--- config.mk ---
export PLATFORM = sky130hd
export DESIGN_NAME = sbc_top
export DESIGN_NICKNAME = d
export VERILOG_FILES = /design/src/logic/sbc_pkg.sv /design/src/logic/sbc_top.sv
export SDC_FILE = /design/constraint.sdc
export NUM_CORES = 1
export LEC_CHECK = 0
export ABC_CLOCK_PERIOD_IN_PS = 6700
export BUFFER_PORTS_ARGS = -buffer_cell sky130_fd_sc_hd__buf_4
export CAP_MARGIN = 20
export CORE_MARGIN = 2
export CORE_UTILIZATION = 25
export CTS_CLUSTER_DIAMETER = 120
export DETAILED_ROUTE_END_ITERATION = 6
export PLACE_DENSITY = 0.45
export SYNTH_ARGS = -nofsm -noshare
export SYNTH_HDL_FRONTEND = slang
export SYNTH_SLANG_ARGS = --single-unit
--- constraint.sdc ---
create_clock -name clk_i -period 6.7 [get_ports clk_i]
set_input_delay 0.335 -clock clk_i [delete_from_list [all_inputs] [get_ports clk_i]]
set_output_delay 0.335 -clock clk_i [all_outputs]
set_load 0.02 [all_outputs]
--- src/logic/sbc_pkg.sv ---
// Package for the serial bit-rate and card format block: map, fields, counts, types
package sbc_pkg;

   // ==========================================================
   // Register offsets (byte addresses, one 32-bit word each)
   localparam logic [7:0] SBC_OFS_CARD_MODE   = 8'h00;
   localparam logic [7:0] SBC_OFS_DIVISOR     = 8'h04;
   localparam logic [7:0] SBC_OFS_SERIAL_MODE = 8'h08;
   localparam logic [7:0] SBC_OFS_STATUS      = 8'h0C;

   // ==========================================================
   // Card mode control field positions and reset value
   localparam int         SBC_CM_MODE_BIT  = 0;
   localparam int         SBC_CM_INV_BIT   = 2;
   localparam int         SBC_CM_ORDER_BIT = 3;
   localparam logic [7:0] SBC_CM_FIXED_ONES = 8'hF2;
   localparam logic [7:0] SBC_DIVISOR_RESET = 8'hFF;

   // ==========================================================
   // Serial mode field positions
   localparam int SBC_SM_PRE_LO   = 0;
   localparam int SBC_SM_BASE_LO  = 2;
   localparam int SBC_SM_SEVEN    = 4;
   localparam int SBC_SM_ODD      = 5;
   localparam int SBC_SM_SYNC     = 6;
   localparam logic [6:0] SBC_SM_RESET = 7'h00;

   // ==========================================================
   // Base clocks per bit after the divider, per mode
   localparam logic [9:0] SBC_ASYNC_BASE = 10'h020;  // 64 x 2^(2n-1) = 32 x 4^n
   localparam logic [9:0] SBC_SYNC_BASE  = 10'h004;  // 8 x 2^(2n-1) = 4 x 4^n
   localparam logic [9:0] SBC_CARD_S0    = 10'h020;  // S = 32
   localparam logic [9:0] SBC_CARD_S1    = 10'h040;  // S = 64
   localparam logic [9:0] SBC_CARD_S2    = 10'h174;  // S = 372
   localparam logic [9:0] SBC_CARD_S3    = 10'h100;  // S = 256

   // ==========================================================
   // Types
   typedef struct packed {
      logic       sync_mode;
      logic       parity_odd;
      logic       char_seven;
      logic [1:0] base_clock_count;
      logic [1:0] prescale_select;
   } sbc_smode_type;

   typedef struct packed {
      logic [7:0]    divisor;
      logic          card_bit_order;
      logic          card_data_invert;
      logic          card_mode_select;
      sbc_smode_type smode;
      logic [5:0]    pre_cnt;
      logic [7:0]    div_cnt;
      logic [9:0]    bit_cnt;
      logic          base_tick;
      logic          bit_tick;
      logic          ack;
      logic [31:0]   rdata;
      logic          head_valid;
      logic [7:0]    head_data;
      logic          tail_valid;
      logic [7:0]    tail_data;
      logic          tx_ready;
      logic          rx_valid;
      logic [7:0]    rx_data;
      logic          rx_ready;
   } sbc_state_type;

   // Data bits only: inversion then bit reversal, 8-bit frames only reverse
   function automatic logic [7:0] sbc_format(input logic [7:0] d,
                                             input logic       inv,
                                             input logic       msb_first,
                                             input logic       seven);
      logic [7:0] r;
      r = d;
      if (inv) begin
         r = seven ? {d[7], ~d[6:0]} : ~d;
      end
      if (msb_first && !seven) begin
         r = {r[0], r[1], r[2], r[3], r[4], r[5], r[6], r[7]};
      end
      return r;
   endfunction : sbc_format

endpackage : sbc_pkg

--- src/logic/sbc_top.sv ---
// Bit-rate generator and card format control for one serial channel, Wishbone slave
`timescale 1ns/1ps
module sbc_top
   import sbc_pkg::*;
(
   input  wire logic        clk_i,
   input  wire logic        rst_i,
   // Wishbone classic slave
   input  wire logic        cyc_i,
   input  wire logic        stb_i,
   input  wire logic        we_i,
   input  wire logic [7:0]  adr_i,
   input  wire logic [3:0]  sel_i,
   input  wire logic [31:0] dat_i,
   output logic      [31:0] dat_o,
   output logic             ack_o,
   // Raw transmit characters from the transmit buffer
   input  wire logic        tx_valid_i,
   input  wire logic [7:0]  tx_data_i,
   output logic             tx_ready_o,
   // Formatted characters to the transmit shifter
   output logic             tx_valid_o,
   output logic [7:0]       tx_data_o,
   input  wire logic        tx_ready_i,
   // Raw characters from the receive shifter
   input  wire logic        rx_valid_i,
   input  wire logic [7:0]  rx_data_i,
   output logic             rx_ready_o,
   // Formatted characters to the receive buffer
   output logic             rx_valid_o,
   output logic [7:0]       rx_data_o,
   input  wire logic        rx_ready_i,
   // Timing and mode to the shift engines
   output logic             base_tick_o,
   output logic             bit_tick_o,
   output logic             card_mode_o,
   output logic             sync_mode_o,
   output logic             char_seven_o,
   output logic             parity_odd_o
);

   // ==========================================================
   // State
   sbc_state_type s;
   sbc_state_type next_s;

   // ==========================================================
   // Decoded helpers
   logic       bus_req;
   logic       wr_en;
   logic [5:0] pre_limit;
   logic [9:0] bits_base;
   logic [9:0] card_s;
   logic       pre_tick;
   logic       tx_take;
   logic       tx_pop;
   logic       rx_take;
   logic       rx_pop;
   logic [7:0] tx_fmt;
   logic [7:0] rx_fmt;
   logic [7:0] card_mode_read;
   logic [7:0] status_read;

   // Request seen on a fresh strobe, answered one cycle later
   assign bus_req = cyc_i && stb_i && !s.ack;
   assign wr_en   = bus_req && we_i && sel_i[0];

   // Prescaler limit 4^n - 1 from the exponent
   always_comb begin
      unique case (s.smode.prescale_select)
         2'b00: pre_limit = 6'h00;
         2'b01: pre_limit = 6'h03;
         2'b10: pre_limit = 6'h0F;
         2'b11: pre_limit = 6'h3F;
      endcase
   end

   // Smart card base-clock count per bit
   always_comb begin
      unique case (s.smode.base_clock_count)
         2'b00: card_s = SBC_CARD_S0;
         2'b01: card_s = SBC_CARD_S1;
         2'b10: card_s = SBC_CARD_S2;
         2'b11: card_s = SBC_CARD_S3;
      endcase
   end

   // Base ticks per bit; the 2^(2n+-1) factor is split into 4^n and a constant
   always_comb begin
      if (s.card_mode_select) begin
         bits_base = {card_s[8:0], 1'b0};
      end else if (s.smode.sync_mode) begin
         bits_base = SBC_SYNC_BASE;
      end else begin
         bits_base = SBC_ASYNC_BASE;
      end
   end

   assign pre_tick = (s.pre_cnt == pre_limit);

   // Data formatting on both paths, parity never passes through here
   assign tx_fmt = sbc_format(tx_data_i, s.card_data_invert, s.card_bit_order,
                              s.smode.char_seven);
   assign rx_fmt = sbc_format(rx_data_i, s.card_data_invert, s.card_bit_order,
                              s.smode.char_seven);

   // Read views
   assign card_mode_read = SBC_CM_FIXED_ONES
                         | ({7'h00, s.card_bit_order} << SBC_CM_ORDER_BIT)
                         | ({7'h00, s.card_data_invert} << SBC_CM_INV_BIT)
                         | ({7'h00, s.card_mode_select} << SBC_CM_MODE_BIT);
   assign status_read = {4'h0, s.base_tick, s.rx_valid, s.tail_valid, s.head_valid};

   // Stream handshakes
   assign tx_take = tx_valid_i && s.tx_ready;
   assign tx_pop  = s.head_valid && tx_ready_i;
   assign rx_take = rx_valid_i && s.rx_ready;
   assign rx_pop  = s.rx_valid && rx_ready_i;

   // ==========================================================
   // Next state
   always_comb begin
      next_s = s;

      // Register bus answer and writes
      next_s.ack = bus_req;
      next_s.rdata = 32'h0000_0000;
      if (bus_req && !we_i) begin
         unique case (adr_i)
            SBC_OFS_CARD_MODE:   next_s.rdata = {24'h00_0000, card_mode_read};
            SBC_OFS_DIVISOR:     next_s.rdata = {24'h00_0000, s.divisor};
            SBC_OFS_SERIAL_MODE: next_s.rdata = {25'h000_0000, s.smode};
            SBC_OFS_STATUS:      next_s.rdata = {24'h00_0000, status_read};
            default:             next_s.rdata = 32'h0000_0000;
         endcase
      end
      if (wr_en) begin
         unique case (adr_i)
            SBC_OFS_CARD_MODE: begin
               next_s.card_bit_order   = dat_i[SBC_CM_ORDER_BIT];
               next_s.card_data_invert = dat_i[SBC_CM_INV_BIT];
               next_s.card_mode_select = dat_i[SBC_CM_MODE_BIT];
            end
            SBC_OFS_DIVISOR: begin
               next_s.divisor = dat_i[7:0];
            end
            SBC_OFS_SERIAL_MODE: begin
               next_s.smode = dat_i[6:0];
            end
            default: begin
            end
         endcase
      end

      // Prescaler, reloadable divider and per-bit counter of this channel
      next_s.base_tick = 1'b0;
      next_s.bit_tick  = 1'b0;
      if (pre_tick) begin
         next_s.pre_cnt = 6'h00;
         if (s.div_cnt == 8'h00) begin
            next_s.div_cnt   = s.divisor;
            next_s.base_tick = 1'b1;
            if (s.bit_cnt >= bits_base - 10'h001) begin
               next_s.bit_cnt  = 10'h000;
               next_s.bit_tick = 1'b1;
            end else begin
               next_s.bit_cnt = s.bit_cnt + 10'h001;
            end
         end else begin
            next_s.div_cnt = s.div_cnt - 8'h01;
         end
      end else if (s.pre_cnt > pre_limit) begin
         next_s.pre_cnt = 6'h00;
      end else begin
         next_s.pre_cnt = s.pre_cnt + 6'h01;
      end

      // Two-entry transmit buffer: head drives the output, tail absorbs a stall
      if (tx_pop) begin
         next_s.head_valid = s.tail_valid;
         next_s.head_data  = s.tail_data;
         next_s.tail_valid = 1'b0;
      end
      if (tx_take) begin
         if (!next_s.head_valid) begin
            next_s.head_valid = 1'b1;
            next_s.head_data  = tx_fmt;
         end else begin
            next_s.tail_valid = 1'b1;
            next_s.tail_data  = tx_fmt;
         end
      end
      next_s.tx_ready = !next_s.tail_valid;

      // Receive holding register
      if (rx_pop) begin
         next_s.rx_valid = 1'b0;
      end
      if (rx_take) begin
         next_s.rx_valid = 1'b1;
         next_s.rx_data  = rx_fmt;
      end
      next_s.rx_ready = !next_s.rx_valid;
   end

   // ==========================================================
   // State register
   always_ff @(posedge clk_i) begin
      if (rst_i) begin
         s                  <= '0;
         s.divisor          <= SBC_DIVISOR_RESET;
         s.div_cnt          <= SBC_DIVISOR_RESET;
         s.smode            <= SBC_SM_RESET;
         s.card_bit_order   <= 1'b0;
         s.card_data_invert <= 1'b0;
         s.tx_ready         <= 1'b1;
         s.rx_ready         <= 1'b1;
      end else begin
         s <= next_s;
      end
   end

   // ==========================================================
   // Outputs, all from the state register
   assign dat_o        = s.rdata;
   assign ack_o        = s.ack;
   assign tx_ready_o   = s.tx_ready;
   assign tx_valid_o   = s.head_valid;
   assign tx_data_o    = s.head_data;
   assign rx_ready_o   = s.rx_ready;
   assign rx_valid_o   = s.rx_valid;
   assign rx_data_o    = s.rx_data;
   assign base_tick_o  = s.base_tick;
   assign bit_tick_o   = s.bit_tick;
   assign card_mode_o  = s.card_mode_select;
   assign sync_mode_o  = s.smode.sync_mode;
   assign char_seven_o = s.smode.char_seven;
   assign parity_odd_o = s.smode.parity_odd;

endmodule : sbc_top

==> results of run 1 <==
## cell usage in the layout, fill, tap and decap left out, types with 4 or more instances in the layout
cell	netlist	layout
o21ai_0	10	10
a31oi_1	7	7
ha_1	20	20
inv_1	19	19
nand3_1	31	31
nor3_1	9	9
xnor2_1	19	19
buf_4	49	79
a21o_1	5	5
mux2i_1	42	42
conb_1	1	24
clkbuf_16	0	9
dfxtp_1	82	82
nand2_1	65	65
nand4_1	4	4
and3_1	5	5
a311oi_1	9	9
a21oi_1	36	36
nor2_1	45	45
## kinds of logic after synthesis
logic type | Yosys count
AO/OA/AOI/OAI | 84
XOR/XNOR | 20
adder cells (fa/ha/maj) | 20
buffers and inverters | 93
flip-flops | 82
multiplexers | 46
other | 1
AND/OR/NAND/NOR | 189
## registers in the layout (all words and copies together), names as in the netlist
register / cells
s: 47
dat_o: 8
ack_o: 1
sync_mode_o: 1
tx_ready_o: 1
parity_odd_o: 1
tx_valid_o: 1
bit_tick_o: 1
base_tick_o: 1
rx_valid_o: 1
card_mode_o: 1
rx_ready_o: 1
tx_data_o: 8
rx_data_o: 8
char_seven_o: 1
## critical path, stage by stage, from the launching register on
cell	delay [ns]
dfxtp_1	0.41
inv_1	0.09
ha_1	0.27
nor3_1	0.28
xnor2_1	0.16
nand2_1	0.07
ha_1	0.32
a21oi_1	0.12
o21ai_0	0.18
a21oi_1	0.28
buf_4	0.24
o21ai_0	0.10
a311oi_1	0.26
## per-stage QoR
step	cell area, µm²	power [mW]	hold WS [ns]
floorplan	4680	0.636	0.432
global placement	5080	0.668	0.446
detailed placement	5080	0.670	0.459
CTS	5390	1.18	0.202
global route	5390	1.22	0.215
finish	5390	1.17	0.214
## worst max path at each step
stage | startpoint | to | slack [ns] | cells after the start
2_1_floorplan | s[91]$_SDFFE_PP0P_ | s[71]$_SDFFE_PP0P_ | 4.12 | 12
3_3_place_gp | s[91]$_SDFFE_PP0P_ | s[70]$_SDFFE_PP0P_ | 3.29 | 11
3_5_place_dp | s[91]$_SDFFE_PP0P_ | s[70]$_SDFFE_PP0P_ | 3.24 | 11
4_1_cts | s[91]$_SDFFE_PP0P_ | s[70]$_SDFFE_PP0P_ | 3.25 | 11
5_1_grt | s[91]$_SDFFE_PP0P_ | s[70]$_SDFFE_PP0P_ | 3.50 | 12
6_report | s[91]$_SDFFE_PP0P_ | s[70]$_SDFFE_PP0P_ | 3.82 | 12
## routing by layer
| metal | global-route usage | vias up |
|---|---|---|
| li1 | - | 1867 |
| met1 | 0.144 | 1716 |
| met2 | 0.193 | 79 |
| met3 | 0.0279 | 7 |
| met4 | 0.0337 | 0 |
| met5 | 0 | - |
## power groups by stage
| stage | Combinational (mW) | Sequential, mW | Clock (mW) |
|---|---|---|---|
| after global routing | 0.154 | 0.523 | 0.547 |
| after floorplan | 0.110 | 0.527 | 0 |
| after detailed placement | 0.138 | 0.531 | 0 |
| after CTS | 0.139 | 0.520 | 0.524 |
| final | 0.140 | 0.520 | 0.506 |
| after global placement | 0.137 | 0.531 | 0 |
## Yosys cell counts, types with 2 or more instances
| master | number | share of area |
|---|---|---|
| ha_1 | 20 | 0.054 |
| a211oi_1 | 3 | 0.0049 |
| or2_2 | 3 | 0.0041 |
| a31oi_1 | 7 | 0.0095 |
| nand4_1 | 4 | 0.0054 |
| clkbuf_1 | 16 | 0.013 |
| nor2_1 | 45 | 0.037 |
| nand2b_1 | 3 | 0.0041 |
| mux2i_1 | 42 | 0.091 |
| nand3b_1 | 3 | 0.0049 |
| nor2b_1 | 2 | 0.0027 |
| nor4_1 | 2 | 0.0027 |
| and3_1 | 5 | 0.0068 |
| a21oi_1 | 36 | 0.039 |
| xnor2_1 | 19 | 0.036 |
| dfxtp_1 | 82 | 0.36 |
| nand2_1 | 65 | 0.053 |
| inv_1 | 19 | 0.016 |
| o21ai_0 | 10 | 0.011 |
| buf_1 | 2 | 0.0016 |
| nor3_1 | 9 | 0.0098 |
| mux4_2 | 3 | 0.015 |
| a311oi_1 | 9 | 0.017 |
| buf_2 | 6 | 0.0065 |
| buf_4 | 49 | 0.080 |
| nor3b_1 | 2 | 0.0033 |
| or3b_1 | 3 | 0.0057 |
| or4_1 | 2 | 0.0033 |
| nand3_1 | 31 | 0.034 |
| a21o_1 | 5 | 0.0082 |
## final cells by class
type | instances | area (µm²) | share of cell area
Multi-Input combinational cell | 383 | 2490 | 0.463
Clock inverter | 5 | 62.6 | 0.0116
Clock buffer | 11 | 243 | 0.0450
Timing Repair Buffer | 79 | 593 | 0.110
Tap cell | 229 | 287 | 0.0531
Inverter | 19 | 71.3 | 0.0132
Sequential cell | 82 | 1640 | 0.304
==> impl_metrics.prom, run 1 <==
# TYPE chip_impl_metric gauge
chip_impl_metric{name="cts_buffer_depth",unit=""} 2
chip_impl_metric{name="synth_fa_ha_area_frac",unit=""} 0.0544
chip_impl_metric{name="dr_wl_met2",unit="µm"} 5290
chip_impl_metric{name="hold_viol_final",unit=""} 0
chip_impl_metric{name="register_clock_pin_slew_on_the_reported_worst_setup_and_hold_paths",unit="ns"} 0.06
chip_impl_metric{name="antenna_found_initial",unit=""} 0
chip_impl_metric{name="post_cts_resized",unit=""} 0
chip_impl_metric{name="global_route.overflow_total",unit=""} 0
chip_impl_info{name="worstReg2RegEnd",value="s[70]$_SDFFE_PP0P_"} 1
chip_impl_info{name="cts_tree",value="done"} 1
chip_impl_info{name="rr_startpoint",value="s[91]$_SDFFE_PP0P_"} 1
chip_impl_metric{name="pwr-share-seq",unit=""} 0.446
chip_impl_metric{name="routed_wl",unit="µm"} 11100
chip_impl_metric{name="timing.final.setup_violations",unit=""} 0
chip_impl_info{name="largest_family_of_logic_cells_by_synthesized_area",value="simple AND/OR/NAND/NOR gates"} 1
chip_impl_metric{name="viasPerCell",unit=""} 4.54
chip_impl_info{name="result_of_the_run",value="finished clean"} 1
chip_impl_metric{name="gp_routability_congestion",unit=""} 0.806
chip_impl_metric{name="h-tree-depth",unit=""} 3
chip_impl_metric{name="required",unit="ns"} 6.94
chip_impl_metric{name="timing.clock.skew",unit="ns"} 0.0116
chip_impl_metric{name="core.rowCount",unit=""} 49
chip_impl_metric{name="peakVddDrop",unit="mV"} 0.0978
chip_impl_metric{name="drive_above_1_share",unit=""} 0.185
chip_impl_metric{name="synth_simple_gate_area_share",unit=""} 0.203
chip_impl_info{name="worst-setup-path-type",value="flop to flop"} 1
chip_impl_info{name="min_path_type",value="input port to flop"} 1
chip_impl_metric{name="dp.cells",unit=""} 791
chip_impl_metric{name="power_density",unit="mW/mm²"} 216
chip_impl_metric{name="layout-area-overhead-vs-synth",unit="%"} 17.3
chip_impl_metric{name="power_switching",unit="mW"} 0.306
chip_impl_metric{name="preCtsSetupSlack",unit="ns"} 3.24
chip_impl_metric{name="dpl.hpwl",unit="µm"} 8020
chip_impl_metric{name="syn_area",unit="mm²"} 0.00460
chip_impl_metric{name="comb_power_share",unit=""} 0.120
chip_impl_metric{name="ant_nets",unit=""} 0
chip_impl_info{name="min_from",value="dat_i[7]"} 1
chip_impl_metric{name="numCtsBuffers",unit=""} 9
chip_impl_info{name="top_layer",value="met4"} 1
chip_impl_info{name="nature_of_the_critical_path_endpoint",value="flop"} 1
chip_impl_metric{name="max_cap_violations",unit=""} 0
chip_impl_metric{name="ys_warn_count",unit=""} 0
chip_impl_metric{name="min_period_over_period",unit=""} 0.431
chip_impl_metric{name="worst-r2r-setup-slack",unit="ns"} 3.82
chip_impl_info{name="startpoint_kind_of_the_worst_setup_timing_path",value="flop"} 1
chip_impl_metric{name="tritoncts_num_sinks",unit=""} 82
chip_impl_metric{name="layout.cells.non_filler",unit=""} 808
chip_impl_metric{name="grt_first_pass_wirelength",unit="µm"} 18100
chip_impl_metric{name="tightest_slew",unit="ns"} 0.967
chip_impl_metric{name="io_buffers",unit=""} 76
chip_impl_metric{name="slew_headroom",unit=""} 0.354
chip_impl_metric{name="hold_depth",unit=""} 3
chip_impl_metric{name="ys_ff_latch",unit=""} 82
chip_impl_metric{name="p_sw_frac",unit=""} 0.262
chip_impl_metric{name="critPathArrivalTime",unit="ns"} 3.13
chip_impl_metric{name="synth_mux_area_frac",unit=""} 0.109
chip_impl_metric{name="num_vias",unit=""} 3669
chip_impl_metric{name="critical_path_peak_fanout",unit=""} 13
chip_impl_metric{name="clock_power_share",unit=""} 0.434
chip_impl_metric{name="die_h",unit="µm"} 140
chip_impl_metric{name="setup_tns",unit="ns"} 0
chip_impl_info{name="min_to",value="s[105]$_SDFFE_PP1P_"} 1
chip_impl_metric{name="synth_xor_xnor_area_share",unit=""} 0.0381
chip_impl_metric{name="synth_compound_area_frac",unit=""} 0.119
chip_impl_metric{name="cts-hold-fix-buffers",unit=""} 0
chip_impl_metric{name="insertedDiodeCount",unit=""} 0
chip_impl_metric{name="drt_drc_violations_left",unit=""} 0
chip_impl_info{name="clk_root_buffer_cell",value="clkbuf_16"} 1
chip_impl_metric{name="die_area",unit="mm²"} 0.0195
chip_impl_metric{name="filler_cell_count",unit=""} 1924
chip_impl_metric{name="insertion_delay",unit="ns"} 0.34
chip_impl_metric{name="setup_ws",unit="ns"} 3.82
chip_impl_metric{name="synth-async-reset-ratio",unit=""} 0
chip_impl_metric{name="initial_core_util",unit=""} 0.255
chip_impl_metric{name="met1_wire_length",unit="µm"} 5120
chip_impl_metric{name="routed-wl-met3",unit="µm"} 527
chip_impl_metric{name="drt_iter0_markers",unit=""} 150
chip_impl_metric{name="cellLeakagePower",unit="nW"} 2.30
chip_impl_metric{name="fmaxAchievable",unit="MHz"} 347
chip_impl_metric{name="fp.coreArea",unit="mm²"} 0.0180
chip_impl_metric{name="number_of_distinct_library_cell_variants_in_the_gate_level_netlist_after_synthesis",unit=""} 58
chip_impl_metric{name="die_w",unit="µm"} 140
chip_impl_info{name="setup_repair_after_global_routing_missed_its_margin",value="no"} 1
chip_impl_metric{name="top_level_ports",unit=""} 128
chip_impl_metric{name="finalCoreUtilization",unit=""} 0.299
chip_impl_metric{name="track_usage",unit=""} 0.114
chip_impl_metric{name="postCtsSetupRepairBufs",unit=""} 0
chip_impl_metric{name="synth_area_per_cell",unit="µm²"} 8.59
chip_impl_metric{name="first_global_vias",unit=""} 3469
chip_impl_metric{name="nNetsFinal",unit=""} 663
chip_impl_metric{name="post_synth_edffs",unit=""} 0
chip_impl_metric{name="netlist_instances",unit=""} 535
chip_impl_metric{name="routed_wire_length_per_instance",unit="µm"} 13.7
chip_impl_metric{name="fin_crit",unit="ns"} 2.88
chip_impl_metric{name="worst-r2r-cell-count",unit=""} 12
chip_impl_info{name="ys.flop_type",value="dfxtp_1"} 1
chip_impl_metric{name="internal_power",unit="mW"} 0.861
chip_impl_metric{name="maximum_number_of_pins_on_one_net_before_global_route_repair",unit=""} 56
chip_impl_metric{name="drt-pass1-iter-count",unit=""} 4
chip_impl_metric{name="synth_seq_area_share",unit=""} 0.357
chip_impl_metric{name="slew_violations",unit=""} 0
Power figures use the tool's default switching activity.
==> run 2: changes to the inputs <==
Settings changed: ABC_AREA set to 1, ABC_CLOCK_PERIOD_IN_PS 6700 to 3000.
Clock period 6.7 ns to 3 ns, I/O delays scaled along.
==> impl_metrics.prom, run 2 <==
# TYPE chip_impl_metric gauge
chip_impl_metric{name="max_cap_violations",unit=""} 0
chip_impl_metric{name="dp.cells",unit=""} 911
chip_impl_metric{name="dpl.hpwl",unit="µm"} 8750
chip_impl_metric{name="drt-pass1-iter-count",unit=""} 4
chip_impl_metric{name="layout-area-overhead-vs-synth",unit="%"} 17.1
chip_impl_info{name="synth_common_cells",value="nand2_1, dfxtp_1, nor2_1"} 1
chip_impl_info{name="ys.flop_type",value="dfxtp_1"} 1
chip_impl_metric{name="antenna_found_initial",unit=""} 0
chip_impl_metric{name="drive_above_1_share",unit=""} 0.174
chip_impl_metric{name="io_buffers",unit=""} 76
chip_impl_metric{name="postPlaceCellArea",unit="mm²"} 0.00516
chip_impl_info{name="clk_root_buffer_cell",value="clkbuf_16"} 1
chip_impl_info{name="synth_most_common_cell",value="nand2_1"} 1
chip_impl_info{name="setup_repair_after_global_routing_missed_its_margin",value="no"} 1
chip_impl_metric{name="cts_buffer_depth",unit=""} 2
chip_impl_metric{name="critical_path_peak_fanout",unit=""} 9
chip_impl_metric{name="tightest_slew",unit="ns"} 0.611
chip_impl_metric{name="setup_ws",unit="ns"} 0.775
chip_impl_metric{name="final-seq-area",unit="mm²"} 0.00164
chip_impl_metric{name="multiInputGateArea",unit="mm²"} 0.00237
chip_impl_metric{name="numCtsBuffers",unit=""} 9
chip_impl_info{name="critical_path.cell_chain",value="inv_1, ha_1, nand3b_1, xor2_1, inv_1, ha_1, nand2_1, nor2_1, nand2_1, nand3_1, nand2_1, nand2_2, nor2_1"} 1
chip_impl_info{name="startpoint_kind_of_the_worst_setup_timing_path",value="flop"} 1
chip_impl_metric{name="gp_routability_congestion",unit=""} 0.721
chip_impl_info{name="critical_path.most_common_cell",value="nand2_1"} 1
chip_impl_metric{name="fmaxAchievable",unit="MHz"} 449
chip_impl_info{name="mostFrequentLayoutCell",value="nand2_1"} 1
chip_impl_metric{name="drt_drc_violations_left",unit=""} 0
chip_impl_metric{name="register_clock_pin_slew_on_the_reported_worst_setup_and_hold_paths",unit="ns"} 0.06
chip_impl_metric{name="required",unit="ns"} 3.23
chip_impl_metric{name="post_cts_resized",unit=""} 0
chip_impl_metric{name="grt_first_pass_wirelength",unit="µm"} 18800
chip_impl_metric{name="top_level_ports",unit=""} 128
chip_impl_metric{name="hold_viol_final",unit=""} 0
chip_impl_metric{name="netlist_instances",unit=""} 645
chip_impl_metric{name="ant_nets",unit=""} 0
chip_impl_metric{name="insertedDiodeCount",unit=""} 0
chip_impl_metric{name="num_vias",unit=""} 3848
chip_impl_metric{name="timing.critical_path.slowest_cell_delay",unit="ns"} 0.37
chip_impl_metric{name="first_global_vias",unit=""} 3581
chip_impl_metric{name="finalCoreUtilization",unit=""} 0.301
chip_impl_metric{name="post_synth_edffs",unit=""} 0
chip_impl_metric{name="die_h",unit="µm"} 140
chip_impl_metric{name="viasPerCell",unit=""} 4.16
chip_impl_metric{name="tritoncts_num_sinks",unit=""} 82
chip_impl_metric{name="critPathArrivalTime",unit="ns"} 2.45
chip_impl_metric{name="critical_path.n_buffers_inverters",unit=""} 2
chip_impl_metric{name="slew_violations",unit=""} 0
chip_impl_metric{name="cts-hold-fix-buffers",unit=""} 0
chip_impl_metric{name="layout.cells.non_filler",unit=""} 926
chip_impl_info{name="synth.top_cells.by_area",value="dfxtp_1, nand2_1, buf_4"} 1
chip_impl_metric{name="final_design_area_no_fill",unit="mm²"} 0.00545
chip_impl_metric{name="fp.coreArea",unit="mm²"} 0.0181
chip_impl_metric{name="routed_wl",unit="µm"} 11500
chip_impl_metric{name="min_period_over_period",unit=""} 0.742
chip_impl_info{name="cts_tree",value="done"} 1
chip_impl_info{name="registers.top_by_ff_count",value="s"} 1
chip_impl_info{name="min_path_type",value="input port to flop"} 1
chip_impl_metric{name="number_of_flip_flops_under_the_largest_register_name",unit=""} 47
chip_impl_metric{name="global_route.overflow_total",unit=""} 0
chip_impl_metric{name="die_w",unit="µm"} 140
chip_impl_metric{name="insertion_delay",unit="ns"} 0.34
chip_impl_metric{name="preCtsSetupSlack",unit="ns"} 0.736
chip_impl_metric{name="cellLeakagePower",unit="nW"} 2.63
chip_impl_metric{name="filler_cell_count",unit=""} 1975
chip_impl_metric{name="h-tree-depth",unit=""} 3
chip_impl_metric{name="timing.final.setup_violations",unit=""} 0
chip_impl_metric{name="initial_core_util",unit=""} 0.257
chip_impl_metric{name="maximum_number_of_pins_on_one_net_before_global_route_repair",unit=""} 27
chip_impl_metric{name="power_density",unit="mW/mm²"} 462
chip_impl_metric{name="synth_area_per_cell",unit="µm²"} 7.21
chip_impl_metric{name="core.rowCount",unit=""} 49
chip_impl_metric{name="ys_warn_count",unit=""} 0
chip_impl_info{name="worst-setup-path-type",value="flop to flop"} 1
chip_impl_metric{name="die_area",unit="mm²"} 0.0197
chip_impl_metric{name="drt_iter0_markers",unit=""} 222
chip_impl_metric{name="syn_area",unit="mm²"} 0.00465
chip_impl_metric{name="post_layout_total_power",unit="mW"} 2.52
chip_impl_metric{name="synth-async-reset-ratio",unit=""} 0
chip_impl_metric{name="number_of_distinct_library_cell_variants_in_the_gate_level_netlist_after_synthesis",unit=""} 39
chip_impl_metric{name="fin_crit",unit="ns"} 2.23
chip_impl_info{name="result_of_the_run",value="finished clean"} 1
chip_impl_metric{name="routed_wire_length_per_instance",unit="µm"} 12.4
chip_impl_metric{name="slew_headroom",unit=""} 0.590
chip_impl_metric{name="postCtsSetupRepairBufs",unit=""} 0
chip_impl_metric{name="peakVddDrop",unit="mV"} 0.251
chip_impl_info{name="synth_top_cell_by_area",value="dfxtp_1"} 1
chip_impl_metric{name="synth_seq_area_share",unit=""} 0.353
chip_impl_info{name="critical_path.slowest_cell",value="dfxtp_1"} 1
chip_impl_info{name="nature_of_the_critical_path_endpoint",value="flop"} 1
chip_impl_metric{name="whs",unit="ns"} 0.0283
chip_impl_metric{name="timing.clock.skew",unit="ns"} 0.00749
chip_impl_metric{name="track_usage",unit=""} 0.121
chip_impl_metric{name="yosysTopAreaCellShare",unit=""} 0.353
chip_impl_metric{name="nNetsFinal",unit=""} 782
chip_impl_metric{name="setup_tns",unit="ns"} 0
chip_impl_metric{name="ys_ff_latch",unit=""} 82
chip_impl_info{name="layout.cells.most_common_list",value="nand2_1, dfxtp_1, buf_4"} 1
chip_impl_info{name="critical_path.top_delay_family",value="simple AND/OR/NAND/NOR gates"} 1
## run 2: final cells by class
cell class	instances	area share
Multi-Input combinational cell	450	0.436
Clock inverter	5	0.0103
Timing Repair Buffer	79	0.109
Inverter	71	0.0489
Tap cell	229	0.0526
Clock buffer	10	0.0420
Sequential cell	82	0.301
## run 2: logic make-up (layout without fill, tap and decap cells)
family          after synthesis  in the layout  share of synthesized area
other cells                   1             24                   0.000806
fa+ha+maj                    20             20                     0.0538
xor+xnor                     26             26                     0.0489
flops                        82             82                      0.353
simple gates                274            274                      0.258
compound gates              100            100                      0.118
mux                           6              6                     0.0129
buf+inv                     136            165                      0.155
## run 2: final timing paths
| kind | startpoint | end | slack (ns) | cells past startpoint |
|---|---|---|---|---|
| setup / recovery | s[91]$_SDFFE_PP0P_ | s[66]$_SDFFE_PP0P_ | 0.77 | 13 |
| hold / removal | dat_i[5] | s[103]$_SDFFE_PP1P_ | 0.03 | 3 |
| setup reg to reg | s[91]$_SDFFE_PP0P_ | s[66]$_SDFFE_PP0P_ | 0.77 | 13 |
| hold reg to reg | ack_o$_SDFF_PP0_ | ack_o$_SDFF_PP0_ | 0.47 | 1 |
## run 2: metal layers
layer | wire [µm] | vias up | track usage
li1 | - | 2082 | -
met1 | 5970 | 1668 | 0.173
met2 | 4710 | 90 | 0.176
met3 | 677 | 8 | 0.0349
met4 | 113 | 0 | 0.0319
met5 | 0 | - | 0
## run 2: report_power, final
part	internal, mW	switching (mW)
registers	1.13	0.0254
logic	0.108	0.170
clock network	0.639	0.448
## run 2: tightest hold or removal path, delay by kind of cell
kind	cells	cell delay, ns
and+or+nand+nor	2	0.10
buffers and inverters	1	0.09
